<file path="config.mk">
export PLATFORM = sky130hd
export DESIGN_NAME = srw_supervisor
export DESIGN_NICKNAME = d
export VERILOG_FILES = /design/src/core/srw_pkg.sv /design/src/core/srw_supervisor.sv /design/src/core/srw_hold_timer.sv
export VERILOG_INCLUDE_DIRS = /design/src /design/src/core
export SDC_FILE = /design/constraint.sdc
export NUM_CORES = 1
export LEC_CHECK = 0
export ABC_AREA = 1
export BUFFER_PORTS_ARGS = -buffer_cell sky130_fd_sc_hd__buf_2
export CAP_MARGIN = 20
export CORE_MARGIN = 1
export CORE_UTILIZATION = 37
export DETAILED_ROUTE_END_ITERATION = 7
export SLEW_MARGIN = 25
export SYNTH_ARGS = -nofsm -noshare
export SYNTH_HDL_FRONTEND = slang
export SYNTH_SLANG_ARGS = --single-unit
</file>
<file path="constraint.sdc">
create_clock -name REF_CLK_IN -period 5.15 [get_ports REF_CLK_IN]
set_input_delay 0.515 -clock REF_CLK_IN [delete_from_list [all_inputs] [get_ports REF_CLK_IN]]
set_output_delay 0.515 -clock REF_CLK_IN [all_outputs]
set_load 0.1 [all_outputs]
</file>
<file path="src/core/srw_regs.svh">
// constants of the supply reset and watchdog block: timing figures and reset values
// assumes a 10 MHz reference clock; included by bare name from core/
`ifndef SRW_REGS_SVH
`define SRW_REGS_SVH

// ----------------------------------------------------------------
// clock
// ----------------------------------------------------------------
`define SRW_CLK_PERIOD_NS 100

// ----------------------------------------------------------------
// reset hold and power-up delay
// ----------------------------------------------------------------
`define SRW_HOLD_TIME_NS 128000
`define SRW_HOLD_CYCLES ((`SRW_HOLD_TIME_NS + `SRW_CLK_PERIOD_NS - 1) / `SRW_CLK_PERIOD_NS)
`define SRW_HOLD_CNT_W 11
`define SRW_AGE_CNT_W 12

// ----------------------------------------------------------------
// watchdog timebase, one tick per 100 us
// ----------------------------------------------------------------
`define SRW_TICK_TIME_NS 100000
`define SRW_TICK_CYCLES (`SRW_TICK_TIME_NS / `SRW_CLK_PERIOD_NS)
`define SRW_TICK_CNT_W 10
`define SRW_TICKS_W 17

// ----------------------------------------------------------------
// watchdog period limits
// ----------------------------------------------------------------
`define SRW_WD_MIN_TIME_US 1000
`define SRW_WD_MIN_TICKS ((`SRW_WD_MIN_TIME_US * 1000 + `SRW_TICK_TIME_NS - 1) / `SRW_TICK_TIME_NS)
`define SRW_WD_MAX_TIME_MS 10000
`define SRW_WD_MAX_TICKS (64'(`SRW_WD_MAX_TIME_MS) * 64'd1000000 / 64'(`SRW_TICK_TIME_NS))

// ----------------------------------------------------------------
// reset values
// ----------------------------------------------------------------
`define SRW_RESET_N_RST 1'b0
`define SRW_PROG_RST 1'b0

`endif

</file>
<file path="src/core/srw_pkg.sv">
// types of the supply reset and watchdog block
// assumes nothing beyond a SystemVerilog compiler
package srw_pkg;

	// ----------------------------------------------------------------
	// supervisor states
	// ----------------------------------------------------------------
	typedef enum logic [1:0] {
		ST_OFF = 2'b00,
		ST_DELAY = 2'b01,
		ST_RUN = 2'b10,
		ST_HOLD = 2'b11
	} srw_state_type;

	// watchdog time in 100 us ticks
	typedef logic [16:0] srw_ticks_type;

endpackage

</file>
<file path="src/core/srw_supervisor.sv">
// supply supervised reset generator with a pulse programmed watchdog
// assumes the supply comparator, refresh and inhibit inputs are synchronous to REF_CLK_IN
// How it works
// - from power-up the host reset output stays low until the power-up delay has run out.
// - the 128 us power-up delay starts once the supply sense input reports the supply good.
// - when the delay runs out the host reset output goes high and the host may run.
// - a supply fault pulls the reset low for 128 us and it rises only once the supply is good.
// - the watchdog period can be anything above 1 ms up to 10 s.
// - the host must refresh within each period, else the watchdog resets the host.
// - the width of the first refresh pulse, between 1 ms and 10 s, becomes the period.
// - with no programming pulse the period is 10 s and its expiry resets the host.
// - every watchdog reset puts the 10 s default back and forgets the programmed period.
// - while the inhibit input is high the watchdog never resets the host.
`timescale 1ns/1ns
`include "srw_regs.svh"

module srw_supervisor #(
	parameter logic [16:0] WD_DEFAULT_TICKS = 17'(`SRW_WD_MAX_TICKS),
	parameter logic [16:0] WD_MIN_TICKS = 17'(`SRW_WD_MIN_TICKS)
) (
	input wire logic REF_CLK_IN,
	input wire logic RST_IN,
	input wire logic SUPPLY_SENSE_IN,
	input wire logic WATCHDOG_REFRESH_IN,
	input wire logic WATCHDOG_INHIBIT_IN,
	output logic HOST_RESET_N_OUT,
	output logic WATCHDOG_PROGRAMMED_OUT
);

	// ----------------------------------------------------------------
	// declarations
	// ----------------------------------------------------------------
	srw_pkg::srw_state_type state_q;
	srw_pkg::srw_state_type state_d;
	logic host_reset_n_q;
	logic [`SRW_TICK_CNT_W-1:0] div_q;
	logic tick;
	logic refresh_q;
	logic refresh_rise;
	logic refresh_fall;
	srw_pkg::srw_ticks_type width_q;
	srw_pkg::srw_ticks_type elapsed_q;
	srw_pkg::srw_ticks_type period_q;
	logic prog_q;
	logic wd_running;
	logic wd_fire;
	logic prog_pulse;
	logic timer_start;
	logic timer_abort;
	logic timer_busy;
	logic timer_done;

	// saturating tick increment, shared by width and elapsed counters
	function automatic srw_pkg::srw_ticks_type tick_inc(input srw_pkg::srw_ticks_type v);
		if (v == 17'h1ffff) begin
			return v;
		end
		return v + 17'h00001;
	endfunction

	// ----------------------------------------------------------------
	// timebase
	// ----------------------------------------------------------------
	// free running divider, one enable pulse every 100 us
	always_ff @(posedge REF_CLK_IN) begin
		if (RST_IN || tick) begin
			div_q <= 10'h000;
		end else begin
			div_q <= div_q + 10'h001;
		end
	end

	assign tick = (div_q == 10'(`SRW_TICK_CYCLES - 1));

	// ----------------------------------------------------------------
	// supervisor state machine
	// ----------------------------------------------------------------
	// next state from supply level, delay timer and watchdog expiry
	always_comb begin
		state_d = state_q;
		case (state_q)
			srw_pkg::ST_OFF: begin
				if (SUPPLY_SENSE_IN) begin
					state_d = srw_pkg::ST_DELAY;
				end
			end
			srw_pkg::ST_DELAY: begin
				if (!SUPPLY_SENSE_IN) begin
					state_d = srw_pkg::ST_OFF;
				end else if (timer_done) begin
					state_d = srw_pkg::ST_RUN;
				end
			end
			srw_pkg::ST_RUN: begin
				if (!SUPPLY_SENSE_IN) begin
					state_d = srw_pkg::ST_HOLD;
				end else if (wd_fire) begin
					state_d = srw_pkg::ST_HOLD;
				end
			end
			srw_pkg::ST_HOLD: begin
				if (timer_done) begin
					// release only with the supply good again
					state_d = SUPPLY_SENSE_IN ? srw_pkg::ST_RUN : srw_pkg::ST_OFF;
				end
			end
			default: begin
				state_d = srw_pkg::ST_OFF;
			end
		endcase
	end

	// state register; power-up reset lands in the off state
	always_ff @(posedge REF_CLK_IN) begin
		if (RST_IN) begin
			state_q <= srw_pkg::ST_OFF;
		end else begin
			state_q <= state_d;
		end
	end

	// host reset output, high only while running
	always_ff @(posedge REF_CLK_IN) begin
		if (RST_IN) begin
			host_reset_n_q <= `SRW_RESET_N_RST;
		end else begin
			host_reset_n_q <= (state_d == srw_pkg::ST_RUN);
		end
	end

	assign HOST_RESET_N_OUT = host_reset_n_q;

	// ----------------------------------------------------------------
	// delay and hold timer
	// ----------------------------------------------------------------
	// start on every entry into delay or hold, abort when the delay loses supply
	assign timer_start = (state_q != state_d) &&
		((state_d == srw_pkg::ST_DELAY) || (state_d == srw_pkg::ST_HOLD));
	assign timer_abort = (state_q == srw_pkg::ST_DELAY) && !SUPPLY_SENSE_IN;

	srw_hold_timer u_hold_timer (
		.clk_in(REF_CLK_IN),
		.rst_in(RST_IN),
		.start_in(timer_start),
		.abort_in(timer_abort),
		.busy_out(timer_busy),
		.done_out(timer_done)
	);

	// ----------------------------------------------------------------
	// refresh pulse measurement
	// ----------------------------------------------------------------
	// previous refresh level for edge detection
	always_ff @(posedge REF_CLK_IN) begin
		if (RST_IN) begin
			refresh_q <= 1'b0;
		end else begin
			refresh_q <= WATCHDOG_REFRESH_IN;
		end
	end

	assign refresh_rise = WATCHDOG_REFRESH_IN && !refresh_q;
	assign refresh_fall = !WATCHDOG_REFRESH_IN && refresh_q; // refresh counts at pulse end

	// pulse width in ticks while the pin is high
	always_ff @(posedge REF_CLK_IN) begin
		if (RST_IN || refresh_rise) begin
			width_q <= 17'h00000;
		end else if (refresh_q && tick) begin
			width_q <= tick_inc(width_q);
		end
	end

	// first pulse strictly inside the window sets the period
	assign prog_pulse = refresh_fall && !prog_q &&
		(width_q > WD_MIN_TICKS) && (width_q < WD_DEFAULT_TICKS);

	// ----------------------------------------------------------------
	// watchdog period
	// ----------------------------------------------------------------
	// default after power-up and after every watchdog reset
	always_ff @(posedge REF_CLK_IN) begin
		if (RST_IN) begin
			period_q <= WD_DEFAULT_TICKS;
			prog_q <= `SRW_PROG_RST;
		end else if (wd_fire) begin
			period_q <= WD_DEFAULT_TICKS;
			prog_q <= 1'b0;
		end else if (prog_pulse) begin
			period_q <= width_q;
			prog_q <= 1'b1;
		end
	end

	assign WATCHDOG_PROGRAMMED_OUT = prog_q;

	// ----------------------------------------------------------------
	// watchdog timeout
	// ----------------------------------------------------------------
	// counting only while the host runs and the watchdog is not inhibited
	assign wd_running = (state_q == srw_pkg::ST_RUN) && !WATCHDOG_INHIBIT_IN;

	// ticks since the last refresh
	always_ff @(posedge REF_CLK_IN) begin
		if (RST_IN || !wd_running || refresh_fall) begin
			elapsed_q <= 17'h00000;
		end else if (tick && (elapsed_q < period_q)) begin
			elapsed_q <= tick_inc(elapsed_q);
		end
	end

	// a refresh in the expiry cycle still saves the host
	assign wd_fire = wd_running && SUPPLY_SENSE_IN && !refresh_fall &&
		(elapsed_q >= period_q);

	logic [`SRW_AGE_CNT_W-1:0] age_q;

	// cycles since the timer was last started
	always_ff @(posedge REF_CLK_IN) begin
		if (RST_IN || timer_start) begin
			age_q <= 12'h000;
		end else if (age_q != 12'hfff) begin
			age_q <= age_q + 12'h001;
		end
	end
endmodule

</file>
<file path="src/core/srw_hold_timer.sv">
// fixed 128 us countdown used for the power-up delay and the reset hold
// assumes one synchronous active-high reset and the 10 MHz clock
`timescale 1ns/1ns
`include "srw_regs.svh"

module srw_hold_timer (
	input wire logic clk_in,
	input wire logic rst_in,
	input wire logic start_in,
	input wire logic abort_in,
	output logic busy_out,
	output logic done_out
);

	logic [`SRW_HOLD_CNT_W-1:0] cnt_q;
	logic busy_q;

	// ----------------------------------------------------------------
	// countdown
	// ----------------------------------------------------------------
	// load on start, stop on abort or after the last cycle
	always_ff @(posedge clk_in) begin
		if (rst_in) begin
			cnt_q <= 11'h000;
			busy_q <= 1'b0;
		end else if (start_in) begin
			cnt_q <= 11'(`SRW_HOLD_CYCLES);
			busy_q <= 1'b1;
		end else if (abort_in || done_out) begin
			busy_q <= 1'b0;
		end else if (busy_q) begin
			cnt_q <= cnt_q - 11'h001;
		end
	end

	assign busy_out = busy_q;
	assign done_out = busy_q && !abort_in && (cnt_q == 11'h001); // last cycle of the run

endmodule

</file>
==> results of run 1 <==
## where the power goes
| group | switching [mW] | internal, mW |
|---|---|---|
| combinational | 0.0574 | 0.0324 |
| clock | 0.275 | 0.332 |
| sequential | 0.0123 | 0.617 |
| total | 0.344 | 0.981 |
## tightest hold or removal path, stage by stage
cell    delay [ns]
buf_2         0.09
inv_1         0.05
nor2_1        0.07
## final cells by class
class                   count  area [µm²]
fillers                  1132        6312
multi-input cells         409        2272
flip-flops and latches     78        1562
inverters                  93       349.1
clock buffers               9       225.2
well taps                 140       175.2
clock inverters             7       57.56
repair buffers              6       30.03
## final timing paths
kind                                     startpoint      endpoint  slack [ns]  cells past startpoint
worst max register to register           width_q[6]  period_q[10]        2.63                      7
worst max-delay path                     width_q[6]  period_q[10]        2.63                      7
worst min register to register             div_q[0]      div_q[0]        0.46                      1
worst min-delay path            WATCHDOG_REFRESH_IN     refresh_q        0.42                      3
## layout by cell type (no fill, tap or decap), drive strengths merged, types with 2 or more instances in the layout
cell type	count
xor2	13
nor2	66
nand2	118
inv	94
nand4	24
nor3b	3
clkinv	4
xnor2	5
or2	3
nor4	9
buf	6
and3	2
a21o	2
clkbuf	9
dfxtp	78
nand3	21
o21ai	17
a21oi	59
ha	25
nor3	28
clkinvlp	2
o211ai	7
## layer usage
metal  up-vias  share of wire  track usage
met2        68           0.45       0.2780
met3        19          0.041      0.05081
met1      1655           0.49       0.2202
met4         0          0.024      0.07432
met5         -              0            0
li1       1958              -            -
## cell families (layout without fill, tap and decap cells)
kind of cell	count (synthesis)	in the layout	synth area share
flip-flops	78	78	0.3708
buffers and inverters	100	115	0.08972
adder cells (fa/ha/maj)	25	25	0.07427
XOR/XNOR	18	18	0.03743
AO/OA/AOI/OAI	90	90	0.1165
AND/OR/NAND/NOR	276	276	0.3113
## metrics by stage
stage	power [mW]	instances	hold WS [ns]	instance area (µm²)	setup slack, ns
final	1.326	742	0.4175	4671	2.626
after global routing	1.386	742	0.4190	4671	2.307
after CTS	1.347	742	0.3983	4671	2.608
after detailed placement	0.7328	726	0.4444	4388	2.632
after global placement	0.7299	726	0.4391	4388	2.735
after floorplan	0.7132	587	0.4176	4212	3.238
## flip-flops by register name, indices dropped and copies added, names as in the netlist
register	cells
u_hold_timer.cnt_q	11
u_hold_timer.busy_out	1
period_q	17
div_q	10
state_q	2
refresh_q	1
width_q	17
WATCHDOG_PROGRAMMED_OUT	1
elapsed_q	17
HOST_RESET_N_OUT	1
==> impl_metrics.toml, run 1 <==
[outcome]
status = "finished clean"

[global_route]
grt_start_max_net_pins = 25
grt_pass1_vias = 3582
antenna_found_initial = 0
grt_use_total = 0.1749
gr-total-overflow = 0
grt_pass1_wl_um = 16000

[cells_and_area]
utilization = 0.4253
area_growth_pct = 10.90
diodes = 0
nets = 627
drive_gt1_frac = 0.07475

[yosys]
ys_types = 39
synthArstFlopShare = 0
synth_area_um2 = 4212
synthFlopType = "dfxtp_1"
synth.top_cell.area_share = 0.3708
syn_inst = 587
yosysWarningCount = 0
yosysMostFrequentCell = "nand2_1"
ys_seq_elements = 78
ys_seq_area_frac = 0.3708
synth.area.top_cells = "dfxtp_1, nand2_1, inv_1"
synth_area_per_cell_um2 = 7.175
synth_edf_count = 0
yosys-top-cells-count = "nand2_1, inv_1, dfxtp_1"
yosysTopAreaCell = "dfxtp_1"
syn_nets = 617

[sta]
fmax_mhz = 396.2
finalHoldViolations = 0
fin_crit_sh = 0.4901
relSlewSlack = 0.4462
period_minus_slack_ns = 2.524
tightest_slew_ns = 0.8284
rsz0062_at_grt = "no"
tns_ns = 0
finalClockSkew_ns = 0.01067
setup_viol = 0
slew_viol_final = 0

[place]
dpl.hpwl_um = 7032
gp_congestion = 0.8914
port_buffers = 6

[detailed_routing]
vias = 3700
ant_nets = 0
drt_iter0_drc = 196
route.detailed.drc = 0
routedWlPerCell_um = 12.43
vias_per_cell = 4.987
drt_pass1_iterations = 4
drt-total-wl_um = 9223

[critical_path]
crit_path_cell_trace = "inv_1 > nand2_1 > nand2_1 > a21oi_1 > o211ai_1 > nand3_1 > o211ai_1"
slowest_delay_ns = 0.79
crit_arrival_ns = 2.77
end_kind = "register"
crit_required_ns = 5.40
crit_fanout = 24
cp_top_family = "compound AO/OA/AOI/OAI gates"
crit_slowest_cell = "nand3_1"
criticalPathCategory = "reg -> reg"
critical_path.startpoint_type = "register"
critPathBufInv = 1

[cts]
postCtsSetupBuffers = 0
path_clk_slew_ns = 0.06
hold_buffers = 0
tritoncts = "done"
cts_max_level = 3
cts-root-buf = "clkbuf_16"
cts_resized = 0
cts_buffers = 9
clock_path_buffers = 2
cts_sinks = 78
insertion_delay_ns = 0.35

[floorplanning]
die_w_um = 108.7
die_h_um = 108.7
initial_core_util = 0.3835
dieArea_um2 = 11810
coreArea_um2 = 10980
pin_count = 7
row_count = 38

[power]
ir_drop_mv = 0.2373
leakage_nw = 1.825
p_per_area_nw_per_um2 = 283.9

[flow_run]
drv_cap = 0

[worst_hold_path]
hold_class = "in -> reg"
Power figures use the tool's default switching activity.
==> run 2, diff against run 1 <==
Clock period 5.15 ns to 2.05 ns, I/O delays scaled along.
==> run 2 against run 1 <==
Net effect: clock skew down 0.0042 ns; clock power rose to 3.0 times the previous value; fmax up 23%; utilization up 9.4 points; critical path depth up 9; highest routed layer unchanged; final cell count up 8.6%; sequential cell count unchanged; routed wire length up 16%; setup slack worse by 2.6 ns.
==> impl_metrics.toml, run 2 (same netlist as run 1, synthesis figures left out) <==
[outcome]
status = "finished clean"

[worst_hold_path]
hold_class = "in -> reg"

[sta]
finalHoldViolations = 0
rsz0062_at_grt = "yes"
fmax_mhz = 489.0
slew_viol_final = 0
fin_crit_sh = 0.9975
setup_viol = 0
finalClockSkew_ns = 0.006494
period_minus_slack_ns = 2.045
relSlewSlack = 0.6197
tightest_slew_ns = 0.5653

[global_route]
grt_pass1_wl_um = 16650
grt_use_total = 0.1805
antenna_found_initial = 0
grt_pass1_vias = 3804
grt_start_max_net_pins = 24
gr-total-overflow = 0

[cts]
path_clk_slew_ns = 0.06
cts_max_level = 3
cts-root-buf = "clkbuf_16"
cts_sinks = 78
clock_path_buffers = 2
hold_buffers = 0
tritoncts = "done"
cts_buffers = 9
insertion_delay_ns = 0.34

[power]
finalPower_mw = 3.672
leakage_nw = 2.237
p_per_area_nw_per_um2 = 643.7
ir_drop_mv = 0.4160

[detailed_routing]
route.detailed.drc = 0
vias_per_cell = 5.016
routedWlPerCell_um = 13.25
ant_nets = 0
drt_iter0_drc = 205
drt_pass1_iterations = 4
vias = 4043
drt-total-wl_um = 10680

[critical_path]
end_kind = "register"
crit_fanout = 5
crit_required_ns = 2.28
criticalPathCategory = "reg -> reg"
critical_path.startpoint_type = "register"
crit_arrival_ns = 2.27

[cells_and_area]
drive_gt1_frac = 0.3018
reg_top3 = "elapsed_q x17, period_q x17, width_q x17"
nets = 692
diodes = 0
final_cell_mix = "nand2_1, inv_1, buf_4, dfxtp_1, a21oi_1"
area_growth_pct = 35.44
final_common_cell = "nand2_1"
utilization = 0.5194

[place]
gp_congestion = 0.8976
dpl.hpwl_um = 7638
port_buffers = 6

[floorplanning]
pin_count = 7
row_count = 38
die_h_um = 108.7
initial_core_util = 0.3835
dieArea_um2 = 11810
die_w_um = 108.7
coreArea_um2 = 10980

[flow_run]
drv_cap = 0
==> run 2: power by group <==
part / switching, mW / total [mW] / internal, mW
sequential: 0.0318 / 1.58 / 1.55
combinational: 0.170 / 0.267 / 0.0968
clock: 0.634 / 1.82 / 1.19
total: 0.836 / 3.67 / 2.84
==> run 2: through the flow <==
stage	cells	cell area, µm²	setup WS [ns]	hold WS, ns	setup TNS [ns]
after floorplan	587	4212	0.1379	0.3301	0
after global placement	784	4823	-0.05129	0.4344	-0.4504
after detailed placement	784	4823	-0.1109	0.4396	-1.133
after CTS	802	5238	-0.004570	0.1383	-0.01224
after global routing	806	5704	-0.1497	0.1585	-1.737
final	806	5704	0.005126	0.1420	0
==> run 2: final cells by class <==
class                      count  area (µm²)
multi-input combinational    410        2720
sequential                    78        1594
tap                          140       175.2
inverter                      93       349.1
timing repair buffer          70       529.3
clock inverter                 5       107.6
fill                        1002        5279
clock buffer                  10       229.0
==> run 2: worst paths after layout <==
check                           cells after the start               endpoint                 from  slack (ns)
worst max-delay path                               16  u_hold_timer.cnt_q[6]         period_q[12]       0.005
worst min-delay path                                3              refresh_q  WATCHDOG_REFRESH_IN        0.14
worst max register to register                     16  u_hold_timer.cnt_q[6]         period_q[12]       0.005
worst min register to register                      1               div_q[0]             div_q[0]        0.45
==> run 2: critical path, cell delays in order (launching register included) <==
cell and delay, ns:
dfxtp_2 0.32, inv_1 0.06, ha_4 0.28, nand2_4 0.05, nor2_4 0.14, nand3_2 0.11
nor2_4 0.12, nor2_4 0.05, buf_6 0.12, nand3_4 0.08, nand2_2 0.05, nand2_1 0.07
nand2_1 0.07, nand2_2 0.09, nand3_4 0.13, nand2_8 0.13, nor2_1 0.05
==> run 2: layer usage <==
| metal | wire length, µm | up-vias | track usage |
|---|---|---|---|
| met2 | 5277 | 77 | 0.3146 |
| met4 | 169 | 0 | 0.06178 |
| met5 | 0 | - | 0 |
| met1 | 4861 | 1870 | 0.2189 |
| met3 | 367 | 15 | 0.03885 |
| li1 | - | 2081 | - |
==> run 2: what timing repair did <==
| action | in CTS | in global routing |
|---|---|---|
| pin swaps | 6 | 41 |
| setup endpoints to repair | 18 | 65 |
| resized for setup | 15 | 110 |
| cloned | 1 | 0 |
| buffers inserted | 2 | 5 |
